### src/shared/uart_cfg_pkg.sv
// Functional notes
// - tx and rx masks come from 32-entry table; rx picks even/odd-divisor column
// - data-bits codes 0111, 1000, 1001 give 7, 8, 9 bits; others reserved
// - with 9 data bits the parity field is ignored, no parity bit
// - parity 000 none, 001 odd, 010 even, 011 mark, 100 space
// - stop select gives one or two stop bits, sent and checked
// - mode 0: no flow control and no address matching
// - mode 1: hardware handshake on rts/cts or dtr/dsr pair by control bit 2
// - mode 2: software flow control using resume and suspend characters
// - mode 3: receive only after address match, transmit independent
// - mode 4: neither receive nor transmit before an address match
// - half-duplex set: receive line ignored while transmitting
// - software flow: resume character received restarts transmission
// - software flow: suspend character received halts transmission
// - multidrop modes use resume and suspend characters as addresses
// - baud uses 19-bit divisor plus 16-bit tx and rx mask patterns
package uart_cfg_pkg;

  // register byte offsets
  localparam logic [7:0] CTRL_OFS = 8'h00;
  localparam logic [7:0] DIV_OFS = 8'h04;
  localparam logic [7:0] IDX_OFS = 8'h08;
  localparam logic [7:0] FMT_OFS = 8'h0c;
  localparam logic [7:0] FC_OFS = 8'h10;
  localparam logic [7:0] RES_OFS = 8'h14;
  localparam logic [7:0] SUS_OFS = 8'h18;
  localparam logic [7:0] TXD_OFS = 8'h1c;
  localparam logic [7:0] STAT_OFS = 8'h20;

  // control bits and status field positions
  localparam int CTRL_TX_EN = 0;
  localparam int CTRL_RX_EN = 1;
  localparam int CTRL_DTR_SEL = 2;
  localparam int FC_HDX = 3;
  localparam int FMT_STOP2 = 7;
  localparam int ST_RX_VLD = 9;
  localparam int ST_TX_BUSY = 10;
  localparam int ST_SUSP = 11;
  localparam int ST_MATCH = 12;
  localparam int ST_PERR = 13;
  localparam int ST_FERR = 14;

  // reset values
  localparam logic [2:0] CTRL_RST = 3'h0;
  localparam logic [18:0] DIV_RST = 19'h00000;
  localparam logic [4:0] IDX_RST = 5'h00;
  localparam logic [7:0] FMT_RST = 8'h00;
  localparam logic [3:0] FC_RST = 4'h0;
  localparam logic [7:0] CHAR_RST = 8'h00;

  // data-bit codes and parity codes
  localparam logic [3:0] DB_7 = 4'h7;
  localparam logic [3:0] DB_8 = 4'h8;
  localparam logic [3:0] DB_9 = 4'h9;
  localparam logic [2:0] PAR_ODD = 3'h1;
  localparam logic [2:0] PAR_EVEN = 3'h2;
  localparam logic [2:0] PAR_MARK = 3'h3;
  localparam logic [2:0] PAR_SPACE = 3'h4;
  localparam logic [19:0] MIN_BIT = 20'h00002;
  localparam logic [1:0] RESP_OK = 2'h0;
  localparam logic [1:0] RESP_SLVERR = 2'h2;

  // fractional mask tables, index 0 first
  localparam logic [15:0] TX_MASK_TAB [32] = '{
    16'h0000, 16'h0000, 16'h0100, 16'h0020, 16'h0010, 16'h0208, 16'h0104, 16'h0844,
    16'h0444, 16'h0122, 16'h0912, 16'h0492, 16'h0252, 16'h094a, 16'h052a, 16'h0aaa,
    16'h0aaa, 16'h0555, 16'h0b55, 16'h06b5, 16'h05b5, 16'h0b6d, 16'h076d, 16'h0edd,
    16'h0ddd, 16'h07bb, 16'h0f7b, 16'h0df7, 16'h07f7, 16'h0fdf, 16'h0f7f, 16'h0fff};
  localparam logic [15:0] RX_EVEN_TAB [32] = '{
    16'h0000, 16'h0000, 16'h0000, 16'h0400, 16'h0100, 16'h0040, 16'h0820, 16'h0210,
    16'h0110, 16'h0888, 16'h0448, 16'h0248, 16'h0928, 16'h04a4, 16'h0aa4, 16'h0954,
    16'h0554, 16'h0ad4, 16'h0ab4, 16'h05ac, 16'h0d6c, 16'h0b6a, 16'h06da, 16'h0dda,
    16'h0bba, 16'h0f7a, 16'h0ef6, 16'h0bf6, 16'h0fee, 16'h0fbe, 16'h0efe, 16'h0ffe};
  localparam logic [15:0] RX_ODD_TAB [32] = '{
    16'h0000, 16'h0000, 16'h0100, 16'h0020, 16'h0010, 16'h0208, 16'h0108, 16'h0884,
    16'h0444, 16'h0224, 16'h0924, 16'h0492, 16'h0292, 16'h0a52, 16'h054a, 16'h04aa,
    16'h0aaa, 16'h05aa, 16'h055a, 16'h0b56, 16'h06d6, 16'h0db6, 16'h0bb6, 16'h076e,
    16'h0eee, 16'h0dde, 16'h07de, 16'h0f7e, 16'h0efe, 16'h07fe, 16'h0ffe, 16'h0ffd};

  typedef enum logic [2:0] {
    FC_NONE = 3'b000,
    FC_HW = 3'b001,
    FC_SW = 3'b010,
    FC_DROP_RX = 3'b011,
    FC_DROP_ALL = 3'b100
  } flow_mode_t;

  typedef enum logic {TX_IDLE = 1'b0, TX_SHIFT = 1'b1} tx_state_t;
  typedef enum logic {RX_IDLE = 1'b0, RX_BITS = 1'b1} rx_state_t;

  typedef struct packed {
    logic awvalid;
    logic [7:0] awaddr;
    logic wvalid;
    logic [31:0] wdata;
    logic [3:0] wstrb;
    logic bready;
    logic arvalid;
    logic [7:0] araddr;
    logic rready;
  } axil_req_t;

  typedef struct packed {
    logic awready;
    logic wready;
    logic bvalid;
    logic [1:0] bresp;
    logic arready;
    logic rvalid;
    logic [31:0] rdata;
    logic [1:0] rresp;
  } axil_rsp_t;

  // reserved data codes fall back to 8 bits
  function automatic logic [3:0] data_len(logic [7:0] fmt);
    if (fmt[3:0] == DB_7 || fmt[3:0] == DB_9) begin
      return fmt[3:0];
    end
    return DB_8;
  endfunction

  function automatic logic par_en(logic [7:0] fmt);
    return data_len(fmt) != DB_9 && fmt[6:4] != 3'h0 && fmt[6:4] <= PAR_SPACE;
  endfunction

  // start + data + parity + stop(s)
  function automatic logic [3:0] frame_len(logic [7:0] fmt);
    return 4'h2 + data_len(fmt) + {3'h0, par_en(fmt)} + {3'h0, fmt[FMT_STOP2]};
  endfunction

  function automatic logic [8:0] keep_bits(logic [8:0] d, logic [3:0] n);
    return d & ~(9'h1ff << n);
  endfunction

  function automatic logic par_bit(logic [2:0] code, logic [8:0] d);
    case (code)
      PAR_ODD: return ~^d;
      PAR_EVEN: return ^d;
      PAR_MARK: return 1'b1;
      default: return 1'b0;
    endcase
  endfunction

  // one stretched bit length in clocks
  function automatic logic [19:0] bit_len(logic [18:0] div, logic m);
    logic [19:0] b;
    b = (div < 19'h00002) ? MIN_BIT : {1'b0, div};
    return b + {19'h0, m};
  endfunction

endpackage

### src/core/uart_format_flow_control.sv
`timescale 1ns/1ns
module uart_format_flow_control (
  // clock and reset
  input wire logic i_clk,
  input wire logic i_rstn,
  // register bus
  input wire uart_cfg_pkg::axil_req_t i_axi,
  output uart_cfg_pkg::axil_rsp_t o_axi,
  // serial line
  input wire logic i_rx,
  output logic o_tx,
  // handshake pins
  input wire logic i_cts_n,
  input wire logic i_dsr_n,
  output logic o_rts_n,
  output logic o_dtr_n
);

  logic [2:0] ctrl_r;
  logic [18:0] div_r;
  logic [4:0] idx_r;
  logic [7:0] fmt_r;
  logic [3:0] fc_r;
  logic [7:0] res_r;
  logic [7:0] sus_r;
  logic [8:0] txd_r;
  logic tx_req_r;
  logic [8:0] rxd_r;
  logic rx_vld_r;
  logic perr_r;
  logic ferr_r;
  logic match_r;
  logic susp_r;
  logic tx_r;
  logic rts_n_r;
  logic dtr_n_r;

  // bus state
  logic aw_have_r, w_have_r, awready_r, wready_r, bvalid_r;
  logic [7:0] aw_addr_r;
  logic [31:0] w_data_r;
  logic [3:0] w_strb_r;
  logic [1:0] bresp_r;
  logic arready_r, rvalid_r;
  logic [31:0] rdata_r;
  logic [1:0] rresp_r;
  logic aw_have_nxt, w_have_nxt, do_wr, rd_hs, rd_stat;
  logic [31:0] wr_val, rd_mux;
  logic rd_ok;

  // line state
  uart_cfg_pkg::tx_state_t tx_st_r;
  uart_cfg_pkg::rx_state_t rx_st_r;
  logic [12:0] frame_r, rx_sh_r;
  logic [3:0] tx_idx_r, rx_idx_r;
  logic [19:0] tx_cnt_r, rx_cnt_r;
  logic rx_done_r;

  // decoded configuration
  uart_cfg_pkg::flow_mode_t mode;
  logic [3:0] nbits, flen;
  logic pe, two, hdx, tx_busy, cts_ok, tx_start;
  logic [15:0] tx_mask, rx_mask;
  logic [8:0] rx_dat;
  logic rx_pb, rx_stop1, rx_stop2, rx_ferr, rx_perr;
  logic is_res, is_sus, is_addr;

  assign nbits = uart_cfg_pkg::data_len(fmt_r);
  assign pe = uart_cfg_pkg::par_en(fmt_r);
  assign two = fmt_r[uart_cfg_pkg::FMT_STOP2];
  assign flen = uart_cfg_pkg::frame_len(fmt_r);
  assign hdx = fc_r[uart_cfg_pkg::FC_HDX];
  assign tx_busy = tx_st_r == uart_cfg_pkg::TX_SHIFT;

  // reserved mode codes behave as mode 0
  always_comb begin
    unique case (fc_r[2:0])
      3'b001: mode = uart_cfg_pkg::FC_HW;
      3'b010: mode = uart_cfg_pkg::FC_SW;
      3'b011: mode = uart_cfg_pkg::FC_DROP_RX;
      3'b100: mode = uart_cfg_pkg::FC_DROP_ALL;
      default: mode = uart_cfg_pkg::FC_NONE;
    endcase
  end

  // mask lookup; rx column follows divisor parity
  assign tx_mask = uart_cfg_pkg::TX_MASK_TAB[idx_r];
  assign rx_mask = div_r[0] ? uart_cfg_pkg::RX_ODD_TAB[idx_r]
                            : uart_cfg_pkg::RX_EVEN_TAB[idx_r];

  // transmit gating per flow mode
  assign cts_ok = mode != uart_cfg_pkg::FC_HW ||
                  (ctrl_r[uart_cfg_pkg::CTRL_DTR_SEL] ? !i_dsr_n : !i_cts_n);
  assign tx_start = !tx_busy && tx_req_r && ctrl_r[uart_cfg_pkg::CTRL_TX_EN] && cts_ok
                    && !(mode == uart_cfg_pkg::FC_SW && susp_r)
                    && !(mode == uart_cfg_pkg::FC_DROP_ALL && !match_r);

  // write channel: address and data taken in either order
  assign do_wr = aw_have_r && w_have_r && !bvalid_r;
  assign aw_have_nxt = !do_wr && (aw_have_r || (i_axi.awvalid && awready_r));
  assign w_have_nxt = !do_wr && (w_have_r || (i_axi.wvalid && wready_r));
  always_comb begin
    wr_val = w_data_r;
    for (int b = 0; b < 4; b++) begin
      if (!w_strb_r[b]) begin
        wr_val[8*b +: 8] = rd_mux_at(aw_addr_r, b);
      end
    end
  end

  // read value of one byte lane, for partial writes
  function automatic logic [7:0] rd_mux_at(logic [7:0] a, int b);
    logic [31:0] v;
    v = 32'h0;
    case (a)
      uart_cfg_pkg::CTRL_OFS: v = {29'h0, ctrl_r};
      uart_cfg_pkg::DIV_OFS: v = {13'h0, div_r};
      uart_cfg_pkg::IDX_OFS: v = {27'h0, idx_r};
      uart_cfg_pkg::FMT_OFS: v = {24'h0, fmt_r};
      uart_cfg_pkg::FC_OFS: v = {28'h0, fc_r};
      uart_cfg_pkg::RES_OFS: v = {24'h0, res_r};
      uart_cfg_pkg::SUS_OFS: v = {24'h0, sus_r};
      uart_cfg_pkg::TXD_OFS: v = {23'h0, txd_r};
      uart_cfg_pkg::STAT_OFS: v = {17'h0, ferr_r, perr_r, match_r, susp_r,
                                   tx_busy | tx_req_r, rx_vld_r, rxd_r};
      default: v = 32'h0;
    endcase
    return v[8*b +: 8];
  endfunction

  function automatic logic addr_ok(logic [7:0] a);
    return a <= uart_cfg_pkg::STAT_OFS && a[1:0] == 2'h0;
  endfunction

  always_ff @(posedge i_clk or negedge i_rstn) begin
    if (!i_rstn) begin
      aw_have_r <= 1'b0;
      w_have_r <= 1'b0;
      awready_r <= 1'b1;
      wready_r <= 1'b1;
      bvalid_r <= 1'b0;
      bresp_r <= uart_cfg_pkg::RESP_OK;
      aw_addr_r <= 8'h00;
      w_data_r <= 32'h0;
      w_strb_r <= 4'h0;
    end else begin
      aw_have_r <= aw_have_nxt;
      w_have_r <= w_have_nxt;
      awready_r <= !aw_have_nxt;
      wready_r <= !w_have_nxt;
      if (i_axi.awvalid && awready_r) begin
        aw_addr_r <= i_axi.awaddr;
      end
      if (i_axi.wvalid && wready_r) begin
        w_data_r <= i_axi.wdata;
        w_strb_r <= i_axi.wstrb;
      end
      if (do_wr) begin
        bvalid_r <= 1'b1;
        bresp_r <= addr_ok(aw_addr_r) ? uart_cfg_pkg::RESP_OK : uart_cfg_pkg::RESP_SLVERR;
      end else if (i_axi.bready) begin
        bvalid_r <= 1'b0;
      end
    end
  end

  // read channel: one cycle from address to data
  assign rd_hs = i_axi.arvalid && arready_r;
  assign rd_stat = rd_hs && i_axi.araddr == uart_cfg_pkg::STAT_OFS;
  assign rd_ok = addr_ok(i_axi.araddr);
  always_comb begin
    for (int b = 0; b < 4; b++) begin
      rd_mux[8*b +: 8] = rd_mux_at(i_axi.araddr, b);
    end
  end

  always_ff @(posedge i_clk or negedge i_rstn) begin
    if (!i_rstn) begin
      arready_r <= 1'b1;
      rvalid_r <= 1'b0;
      rdata_r <= 32'h0;
      rresp_r <= uart_cfg_pkg::RESP_OK;
    end else if (rd_hs) begin
      arready_r <= 1'b0;
      rvalid_r <= 1'b1;
      rdata_r <= rd_mux;
      rresp_r <= rd_ok ? uart_cfg_pkg::RESP_OK : uart_cfg_pkg::RESP_SLVERR;
    end else if (rvalid_r && i_axi.rready) begin
      arready_r <= 1'b1;
      rvalid_r <= 1'b0;
    end
  end

  assign o_axi = '{awready: awready_r, wready: wready_r, bvalid: bvalid_r,
                   bresp: bresp_r, arready: arready_r, rvalid: rvalid_r,
                   rdata: rdata_r, rresp: rresp_r};

  // configuration registers
  always_ff @(posedge i_clk or negedge i_rstn) begin
    if (!i_rstn) begin
      ctrl_r <= uart_cfg_pkg::CTRL_RST;
      div_r <= uart_cfg_pkg::DIV_RST;
      idx_r <= uart_cfg_pkg::IDX_RST;
      fmt_r <= uart_cfg_pkg::FMT_RST;
      fc_r <= uart_cfg_pkg::FC_RST;
      res_r <= uart_cfg_pkg::CHAR_RST;
      sus_r <= uart_cfg_pkg::CHAR_RST;
      txd_r <= 9'h000;
    end else if (do_wr) begin
      case (aw_addr_r)
        uart_cfg_pkg::CTRL_OFS: ctrl_r <= wr_val[2:0];
        uart_cfg_pkg::DIV_OFS: div_r <= wr_val[18:0];
        uart_cfg_pkg::IDX_OFS: idx_r <= wr_val[4:0];
        uart_cfg_pkg::FMT_OFS: fmt_r <= wr_val[7:0];
        uart_cfg_pkg::FC_OFS: begin
          // mode changes while tx or rx is enabled are dropped instead of corrupting state
          if (ctrl_r[1:0] == 2'h0) begin
            fc_r <= wr_val[3:0];
          end
        end
        uart_cfg_pkg::RES_OFS: res_r <= wr_val[7:0];
        uart_cfg_pkg::SUS_OFS: sus_r <= wr_val[7:0];
        uart_cfg_pkg::TXD_OFS: begin
          if (!tx_req_r) begin
            txd_r <= wr_val[8:0];
          end
        end
        default: ;
      endcase
    end
  end

  // transmitter; bit length stretched by the mask bit of its position
  always_ff @(posedge i_clk or negedge i_rstn) begin
    if (!i_rstn) begin
      tx_st_r <= uart_cfg_pkg::TX_IDLE;
      tx_req_r <= 1'b0;
      frame_r <= 13'h1fff;
      tx_idx_r <= 4'h0;
      tx_cnt_r <= 20'h0;
      tx_r <= 1'b1;
    end else begin
      if (tx_start) begin
        tx_req_r <= 1'b0;
      end
      if (do_wr && aw_addr_r == uart_cfg_pkg::TXD_OFS) begin
        tx_req_r <= 1'b1;
      end
      unique case (tx_st_r)
        uart_cfg_pkg::TX_IDLE: begin
          tx_r <= 1'b1;
          if (tx_start) begin
            tx_st_r <= uart_cfg_pkg::TX_SHIFT;
            frame_r <= build_frame(txd_r);
            tx_idx_r <= 4'h0;
            tx_cnt_r <= uart_cfg_pkg::bit_len(div_r, tx_mask[0]) - 20'h1;
            tx_r <= 1'b0;
          end
        end
        uart_cfg_pkg::TX_SHIFT: begin
          if (tx_cnt_r != 20'h0) begin
            tx_cnt_r <= tx_cnt_r - 20'h1;
          end else if (tx_idx_r == flen - 4'h1) begin
            tx_st_r <= uart_cfg_pkg::TX_IDLE;
            tx_r <= 1'b1;
          end else begin
            tx_idx_r <= tx_idx_r + 4'h1;
            tx_r <= frame_r[tx_idx_r + 4'h1];
            tx_cnt_r <= uart_cfg_pkg::bit_len(div_r, tx_mask[tx_idx_r + 4'h1])
                        - 20'h1;
          end
        end
      endcase
    end
  end

  function automatic logic [12:0] build_frame(logic [8:0] d);
    logic [12:0] f;
    f = 13'h1ffe;
    for (int i = 0; i < 9; i++) begin
      if (i < int'(nbits)) begin
        f[i + 1] = d[i];
      end
    end
    if (pe) begin
      f[nbits + 4'h1] = uart_cfg_pkg::par_bit(fmt_r[6:4], uart_cfg_pkg::keep_bits(d, nbits));
    end
    return f;
  endfunction

  // receiver; samples mid-bit, half duplex drops the character
  always_ff @(posedge i_clk or negedge i_rstn) begin
    if (!i_rstn) begin
      rx_st_r <= uart_cfg_pkg::RX_IDLE;
      rx_sh_r <= 13'h0;
      rx_idx_r <= 4'h0;
      rx_cnt_r <= 20'h0;
      rx_done_r <= 1'b0;
    end else begin
      rx_done_r <= 1'b0;
      if (hdx && tx_busy) begin
        rx_st_r <= uart_cfg_pkg::RX_IDLE;
      end else begin
        unique case (rx_st_r)
          uart_cfg_pkg::RX_IDLE: begin
            if (ctrl_r[uart_cfg_pkg::CTRL_RX_EN] && !i_rx) begin
              rx_st_r <= uart_cfg_pkg::RX_BITS;
              rx_idx_r <= 4'h0;
              // aim half a bit in; the detecting edge already counts as one
              rx_cnt_r <= (uart_cfg_pkg::bit_len(div_r, rx_mask[0]) >> 1) - 20'h1;
            end
          end
          uart_cfg_pkg::RX_BITS: begin
            if (rx_cnt_r != 20'h0) begin
              rx_cnt_r <= rx_cnt_r - 20'h1;
            end else if (rx_idx_r == 4'h0 && i_rx) begin
              rx_st_r <= uart_cfg_pkg::RX_IDLE; // false start
            end else begin
              rx_sh_r[rx_idx_r] <= i_rx;
              rx_idx_r <= rx_idx_r + 4'h1;
              rx_cnt_r <= uart_cfg_pkg::bit_len(div_r, rx_mask[rx_idx_r + 4'h1])
                          - 20'h1;
              if (rx_idx_r == flen - 4'h1) begin
                rx_st_r <= uart_cfg_pkg::RX_IDLE;
                rx_done_r <= 1'b1;
              end
            end
          end
        endcase
      end
    end
  end

  // character checks
  assign rx_dat = uart_cfg_pkg::keep_bits(rx_sh_r[9:1], nbits);
  assign rx_pb = rx_sh_r[nbits + 4'h1];
  assign rx_stop1 = rx_sh_r[nbits + 4'h1 + {3'h0, pe}];
  assign rx_stop2 = rx_sh_r[nbits + 4'h2 + {3'h0, pe}];
  assign rx_ferr = !rx_stop1 || (two && !rx_stop2);
  assign rx_perr = pe && rx_pb != uart_cfg_pkg::par_bit(fmt_r[6:4], rx_dat);
  assign is_res = rx_dat[7:0] == res_r;
  assign is_sus = rx_dat[7:0] == sus_r;
  // 9-bit frames mark addresses by bit 8, else a matching byte is one
  assign is_addr = (nbits == uart_cfg_pkg::DB_9) ? rx_dat[8] : (is_res || is_sus);

  // received data, flow state and address match
  always_ff @(posedge i_clk or negedge i_rstn) begin
    if (!i_rstn) begin
      rxd_r <= 9'h000;
      rx_vld_r <= 1'b0;
      perr_r <= 1'b0;
      ferr_r <= 1'b0;
      match_r <= 1'b0;
      susp_r <= 1'b0;
    end else begin
      if (rd_stat) begin
        rx_vld_r <= 1'b0;
      end
      if (ctrl_r[1:0] == 2'h0) begin
        match_r <= 1'b0;
        susp_r <= 1'b0;
      end else if (rx_done_r) begin
        perr_r <= rx_perr;
        ferr_r <= rx_ferr;
        unique case (mode)
          uart_cfg_pkg::FC_SW: begin
            if (is_res) begin
              susp_r <= 1'b0;
            end else if (is_sus) begin
              susp_r <= 1'b1;
            end else begin
              rxd_r <= rx_dat;
              rx_vld_r <= 1'b1;
            end
          end
          uart_cfg_pkg::FC_DROP_RX, uart_cfg_pkg::FC_DROP_ALL: begin
            if (is_addr) begin
              match_r <= is_res || is_sus;
            end else if (match_r) begin
              rxd_r <= rx_dat;
              rx_vld_r <= 1'b1;
            end
          end
          default: begin
            rxd_r <= rx_dat;
            rx_vld_r <= 1'b1;
          end
        endcase
      end
    end
  end

  // handshake outputs; a held character means no room
  always_ff @(posedge i_clk or negedge i_rstn) begin
    if (!i_rstn) begin
      rts_n_r <= 1'b1;
      dtr_n_r <= 1'b1;
    end else begin
      rts_n_r <= !(mode == uart_cfg_pkg::FC_HW && !ctrl_r[2] && !rx_vld_r);
      dtr_n_r <= !(mode == uart_cfg_pkg::FC_HW && ctrl_r[2] && !rx_vld_r);
    end
  end

  assign o_tx = tx_r;
  assign o_rts_n = rts_n_r;
  assign o_dtr_n = dtr_n_r;
endmodule

### config.mk
export PLATFORM = sky130hd
export DESIGN_NAME = uart_format_flow_control
export DESIGN_NICKNAME = d
export VERILOG_FILES = /design/src/shared/uart_cfg_pkg.sv /design/src/core/uart_format_flow_control.sv
export SDC_FILE = /design/constraint.sdc
export NUM_CORES = 1
export LEC_CHECK = 0
export BUFFER_PORTS_ARGS = -buffer_cell sky130_fd_sc_hd__buf_2
export CORE_MARGIN = 2
export CORE_UTILIZATION = 55
export CTS_CLUSTER_SIZE = 8
export DETAILED_ROUTE_END_ITERATION = 7
export GPL_TIMING_DRIVEN = 0
export PLACE_DENSITY = 0.74
export SLEW_MARGIN = 20
export SYNTH_ARGS = -nofsm -noshare
export SYNTH_HDL_FRONTEND = slang
export SYNTH_SLANG_ARGS = --single-unit
export TNS_END_PERCENT = 30
### constraint.sdc
create_clock -name i_clk -period 14.4 [get_ports i_clk]
set_clock_uncertainty 0.05 [all_clocks]
set_input_delay 2.88 -clock i_clk [delete_from_list [all_inputs] [get_ports i_clk]]
set_output_delay 2.88 -clock i_clk [all_outputs]
set_load 0.005 [all_outputs]
==> results.sh <==
export IMPL_outcome="finished clean"
export IMPL_critical_path_slowest_cell="nor4_2"
export IMPL_synth_mux_area_fraction=0.08280
export IMPL_io_buffers=76
export IMPL_final_fill_count=2397
export IMPL_cp_top_family="simple AND/OR/NAND/NOR gates"
export IMPL_cp_num_buf_inv=4
export IMPL_synth_simple_gate_area_frac=0.2041
export IMPL_cts_max_path_buffers=3
export IMPL_cts_root_buf="clkbuf_16"
export IMPL_hp_class="register to register"
export IMPL_clk_pin_slew_ns=0.05
export IMPL_r2r_slack_ns=8.46
export IMPL_insertedDiodeCount=0
export IMPL_synth_xor_area_share=0.07307
export IMPL_arrival_ns=6.28
export IMPL_r2r_start="div_r[14]$_DFFE_PN0P_"
export IMPL_setup_violations_final=0
export IMPL_crit_type="register to register"
export IMPL_viasPerCell=6.552
export IMPL_gp_congestion=0.9788
export IMPL_fin_nets=2026
export IMPL_endpoint_kind="register"
export IMPL_drive_above_1_share=0.1495
export IMPL_fp_dieW_um=172.1
export IMPL_ys_types=88
export IMPL_synth_edf_count=0
export IMPL_grt_pass1_wl_mm=82.43
export IMPL_drc=0
export IMPL_crit_path_start="div_r[14]$_DFFE_PN0P_"
export IMPL_fin_crit_ns=5.940
export IMPL_yosys_top_cells_area="dfrtp_1 (32%), o21ai_0 (5.3%), mux2_2 (5.0%)"
export IMPL_regArea_um2=5454
export IMPL_synth_warnings=0
export IMPL_vias=15230
export IMPL_crit_top_cell="clkbuf_1"
export IMPL_syn_area_per_cell_um2=8.667
export IMPL_rr_endpoint="rx_cnt_r[14]$_DFFE_PN0P_"
export IMPL_detail_route_iter0_violations=1877
export IMPL_slew_violations=0
export IMPL_fin_cells=2324
export IMPL_netlist_instances=1794
export IMPL_numClockSinks=217
export IMPL_critPathLaunchType="register"
export IMPL_fin_crit_sh=0.4125
export IMPL_post_drt_wl_per_cell_um=22.91
export IMPL_die_area_um2=29630
export IMPL_yosys_area_top_type="dfrtp_1"
export IMPL_slew_limit_headroom=0.2162
export IMPL_crit_chain="clkbuf_1 > nor4_2 > and4_1 > clkbuf_1 > a31oi_1 > inv_1 > ha_1 > clkbuf_1 > xor2_1 > or4b_1 > a2111oi_2 > nand4b_1 > nor3_1 > xnor2_1 > a221o_1"
export IMPL_final_hold_violation_count=0
export IMPL_postRouteAntennaNets=0
export IMPL_grtUsageTotal=0.3626
export IMPL_synth_top_family_by_area="simple AND/OR/NAND/NOR gates"
export IMPL_grt_max_degree=89
export IMPL_ys_seq_area_frac=0.3508
export IMPL_place_hpwl_mm=39.35
export IMPL_cp_data_required_time_ns=14.74
export IMPL_htreeDepth=2
export IMPL_dp_cells=2265
export IMPL_endpoint="rx_cnt_r[14]$_DFFE_PN0P_"
export IMPL_power_leakage_nw=7.358
export IMPL_die_h_um=172.1
export IMPL_start_util=0.5597
export IMPL_power_density_nw_per_um2=196.2
export IMPL_cts_resized_gates=0
export IMPL_r2r_cells=15
export IMPL_worstHoldStart="rdata_r[3]$_DFFE_PN0P_"
export IMPL_peakVddDrop_v=0.0001204
export IMPL_multiInputGateArea_um2=9387
export IMPL_synth_most_common_cell="nand2_1"
export IMPL_fp_row_count=61
export IMPL_slowest_delay_ns=0.74
export IMPL_synth_compound_area_share=0.2037
export IMPL_final_core_util=0.6320
export IMPL_hold_path_cell_count=1
export IMPL_wl_mm=53.24
export IMPL_firstDrtPassIters=6
export IMPL_antenna_found_initial=0
export IMPL_synth_fa_ha_area_frac=0.03364
export IMPL_synth_top_area_frac=0.3187
export IMPL_gr_total_overflow=0
export IMPL_cts_made_buffers=34
export IMPL_synthToLayoutAreaGrowth_pct=12.93
export IMPL_cts_hold_buf=0
export IMPL_ys_ff_latch=217
export IMPL_grt_pass1_vias=14590
export IMPL_coreArea_um2=27780
export IMPL_final_setup_tns_ns=0
export IMPL_path_max_fanout=9
export IMPL_crit_cells=15
export IMPL_clk_latency_ns=0.53
export IMPL_boundaryPins=106
export IMPL_async_reset_ff_frac=1.000
export IMPL_rsz0062_at_grt="no"
export IMPL_netlist_area_um2=15550
export IMPL_postCtsSetupRepairBufs=0
export IMPL_cts_tree="yes"
export IMPL_netlist_top_cells_count="nand2_1 (205), dfrtp_1 (198), o21ai_0 (165), nor2_1 (119), clkbuf_1 (92)"
export IMPL_max_freq_mhz=168.3
export IMPL_synth_flop_cell="dfrtp_1"
export IMPL_max_cap_violations=0
export IMPL_tightestPinTransition_ns=1.143
[sequential cells by signal, indices dropped and copies added, names as in the netlist, 9 cells and up]
register	count
div_r	19
frame_r	13
rdata_r	19
rx_cnt_r	20
rx_sh_r	13
rxd_r	9
tx_cnt_r	20
txd_r	9
w_data_r	19
[power breakdown]
group / switching, mW / internal, mW / leakage [nW]
sequential: 0.139 / 0.764 / 2.80
combinational: 1.12 / 0.689 / 4.09
clock: 0.291 / 0.447 / 0.475
total: 1.55 / 1.90 / 7.36
[metal layers]
layer  GRT usage  share of wire  vias to the layer above
li1            -              -                     6803
met5           0              0                        -
met4      0.2072          0.066                        0
met1      0.4712           0.40                     7220
met3     0.07874           0.10                      229
met2      0.5617           0.44                      974
[area by class of cell]
type	instances	area share
plain buffers	141	0.03527
multi-input cells	1401	0.5346
inverters	49	0.01047
flip-flops and latches	217	0.3106
clock inverters	4	0.002850
well taps	378	0.02693
clock buffers	55	0.05351
repair buffers	79	0.02579
[logic make-up (layout without fill, tap and decap cells)]
group / count (synthesis) / count (layout)
XOR/XNOR: 125 / 125
buffers and inverters: 190 / 328
adder cells (fa/ha/maj): 42 / 42
flip-flops: 217 / 217
AO/OA/AOI/OAI: 479 / 479
multiplexers: 105 / 105
AND/OR/NAND/NOR: 635 / 635
other: 1 / 15
[layout by cell type, fill, tap and decap left out, drive strengths merged, types with 12 or more instances in the layout]
cell	synthesis	routed
o21ai	169	169
nand3b	12	12
nor3	38	38
mux2	69	69
nand3	62	62
nand2	205	205
inv	48	49
ha	41	41
a21oi	63	63
dfstp	19	19
xor2	52	52
and2	14	14
clkbuf	92	147
nor3b	12	12
nand2b	14	14
dfrtp	198	198
a22oi	44	44
mux4	12	12
a31oi	26	26
and3	14	14
nor4	31	31
buf	49	128
nor2b	19	19
conb	1	15
or4	12	12
xnor2	70	70
o31ai	12	12
nor2	120	120
or3	23	23
o211ai	16	16
nand4	27	27
mux2i	24	24
[stage by stage]
stage | hold WS, ns | instance area (um2) | power [mW] | setup WS (ns)
after floorplan | 0.3850 | 15600 | 2.127 | 9.332
after global placement | 0.4219 | 16450 | 2.608 | 6.674
after detailed placement | 0.4232 | 16540 | 2.638 | 8.370
after CTS | 0.4402 | 17530 | 3.384 | 8.376
after global routing | 0.4630 | 17560 | 3.637 | 8.015
final | 0.4437 | 17560 | 3.445 | 8.460
[how the worst min path moves through the flow]
stage,end,slack (ns)
detailed placement,rdata_r[7]$_DFFE_PN0P_,0.42
floorplan,perr_r$_DFFE_PN0P_,0.39
global placement,frame_r[0]$_DFFE_PN1P_,0.42
finish,rdata_r[3]$_DFFE_PN0P_,0.44
CTS,rdata_r[0]$_DFFE_PN0P_,0.44
global route,frame_r[0]$_DFFE_PN1P_,0.46
[worst reg2reg max path, delay by kind of cell (launching register included)]
kind / cells / cell delay, ns
flip-flops: 1 / 0.36
XOR/XNOR: 2 / 0.28
AND/OR/NAND/NOR: 5 / 2.24
buffers and inverters: 4 / 1.34
adder cells (fa/ha/maj): 1 / 0.19
AO/OA/AOI/OAI: 3 / 1.35
Note: power is estimated with default switching activity, not from simulation.
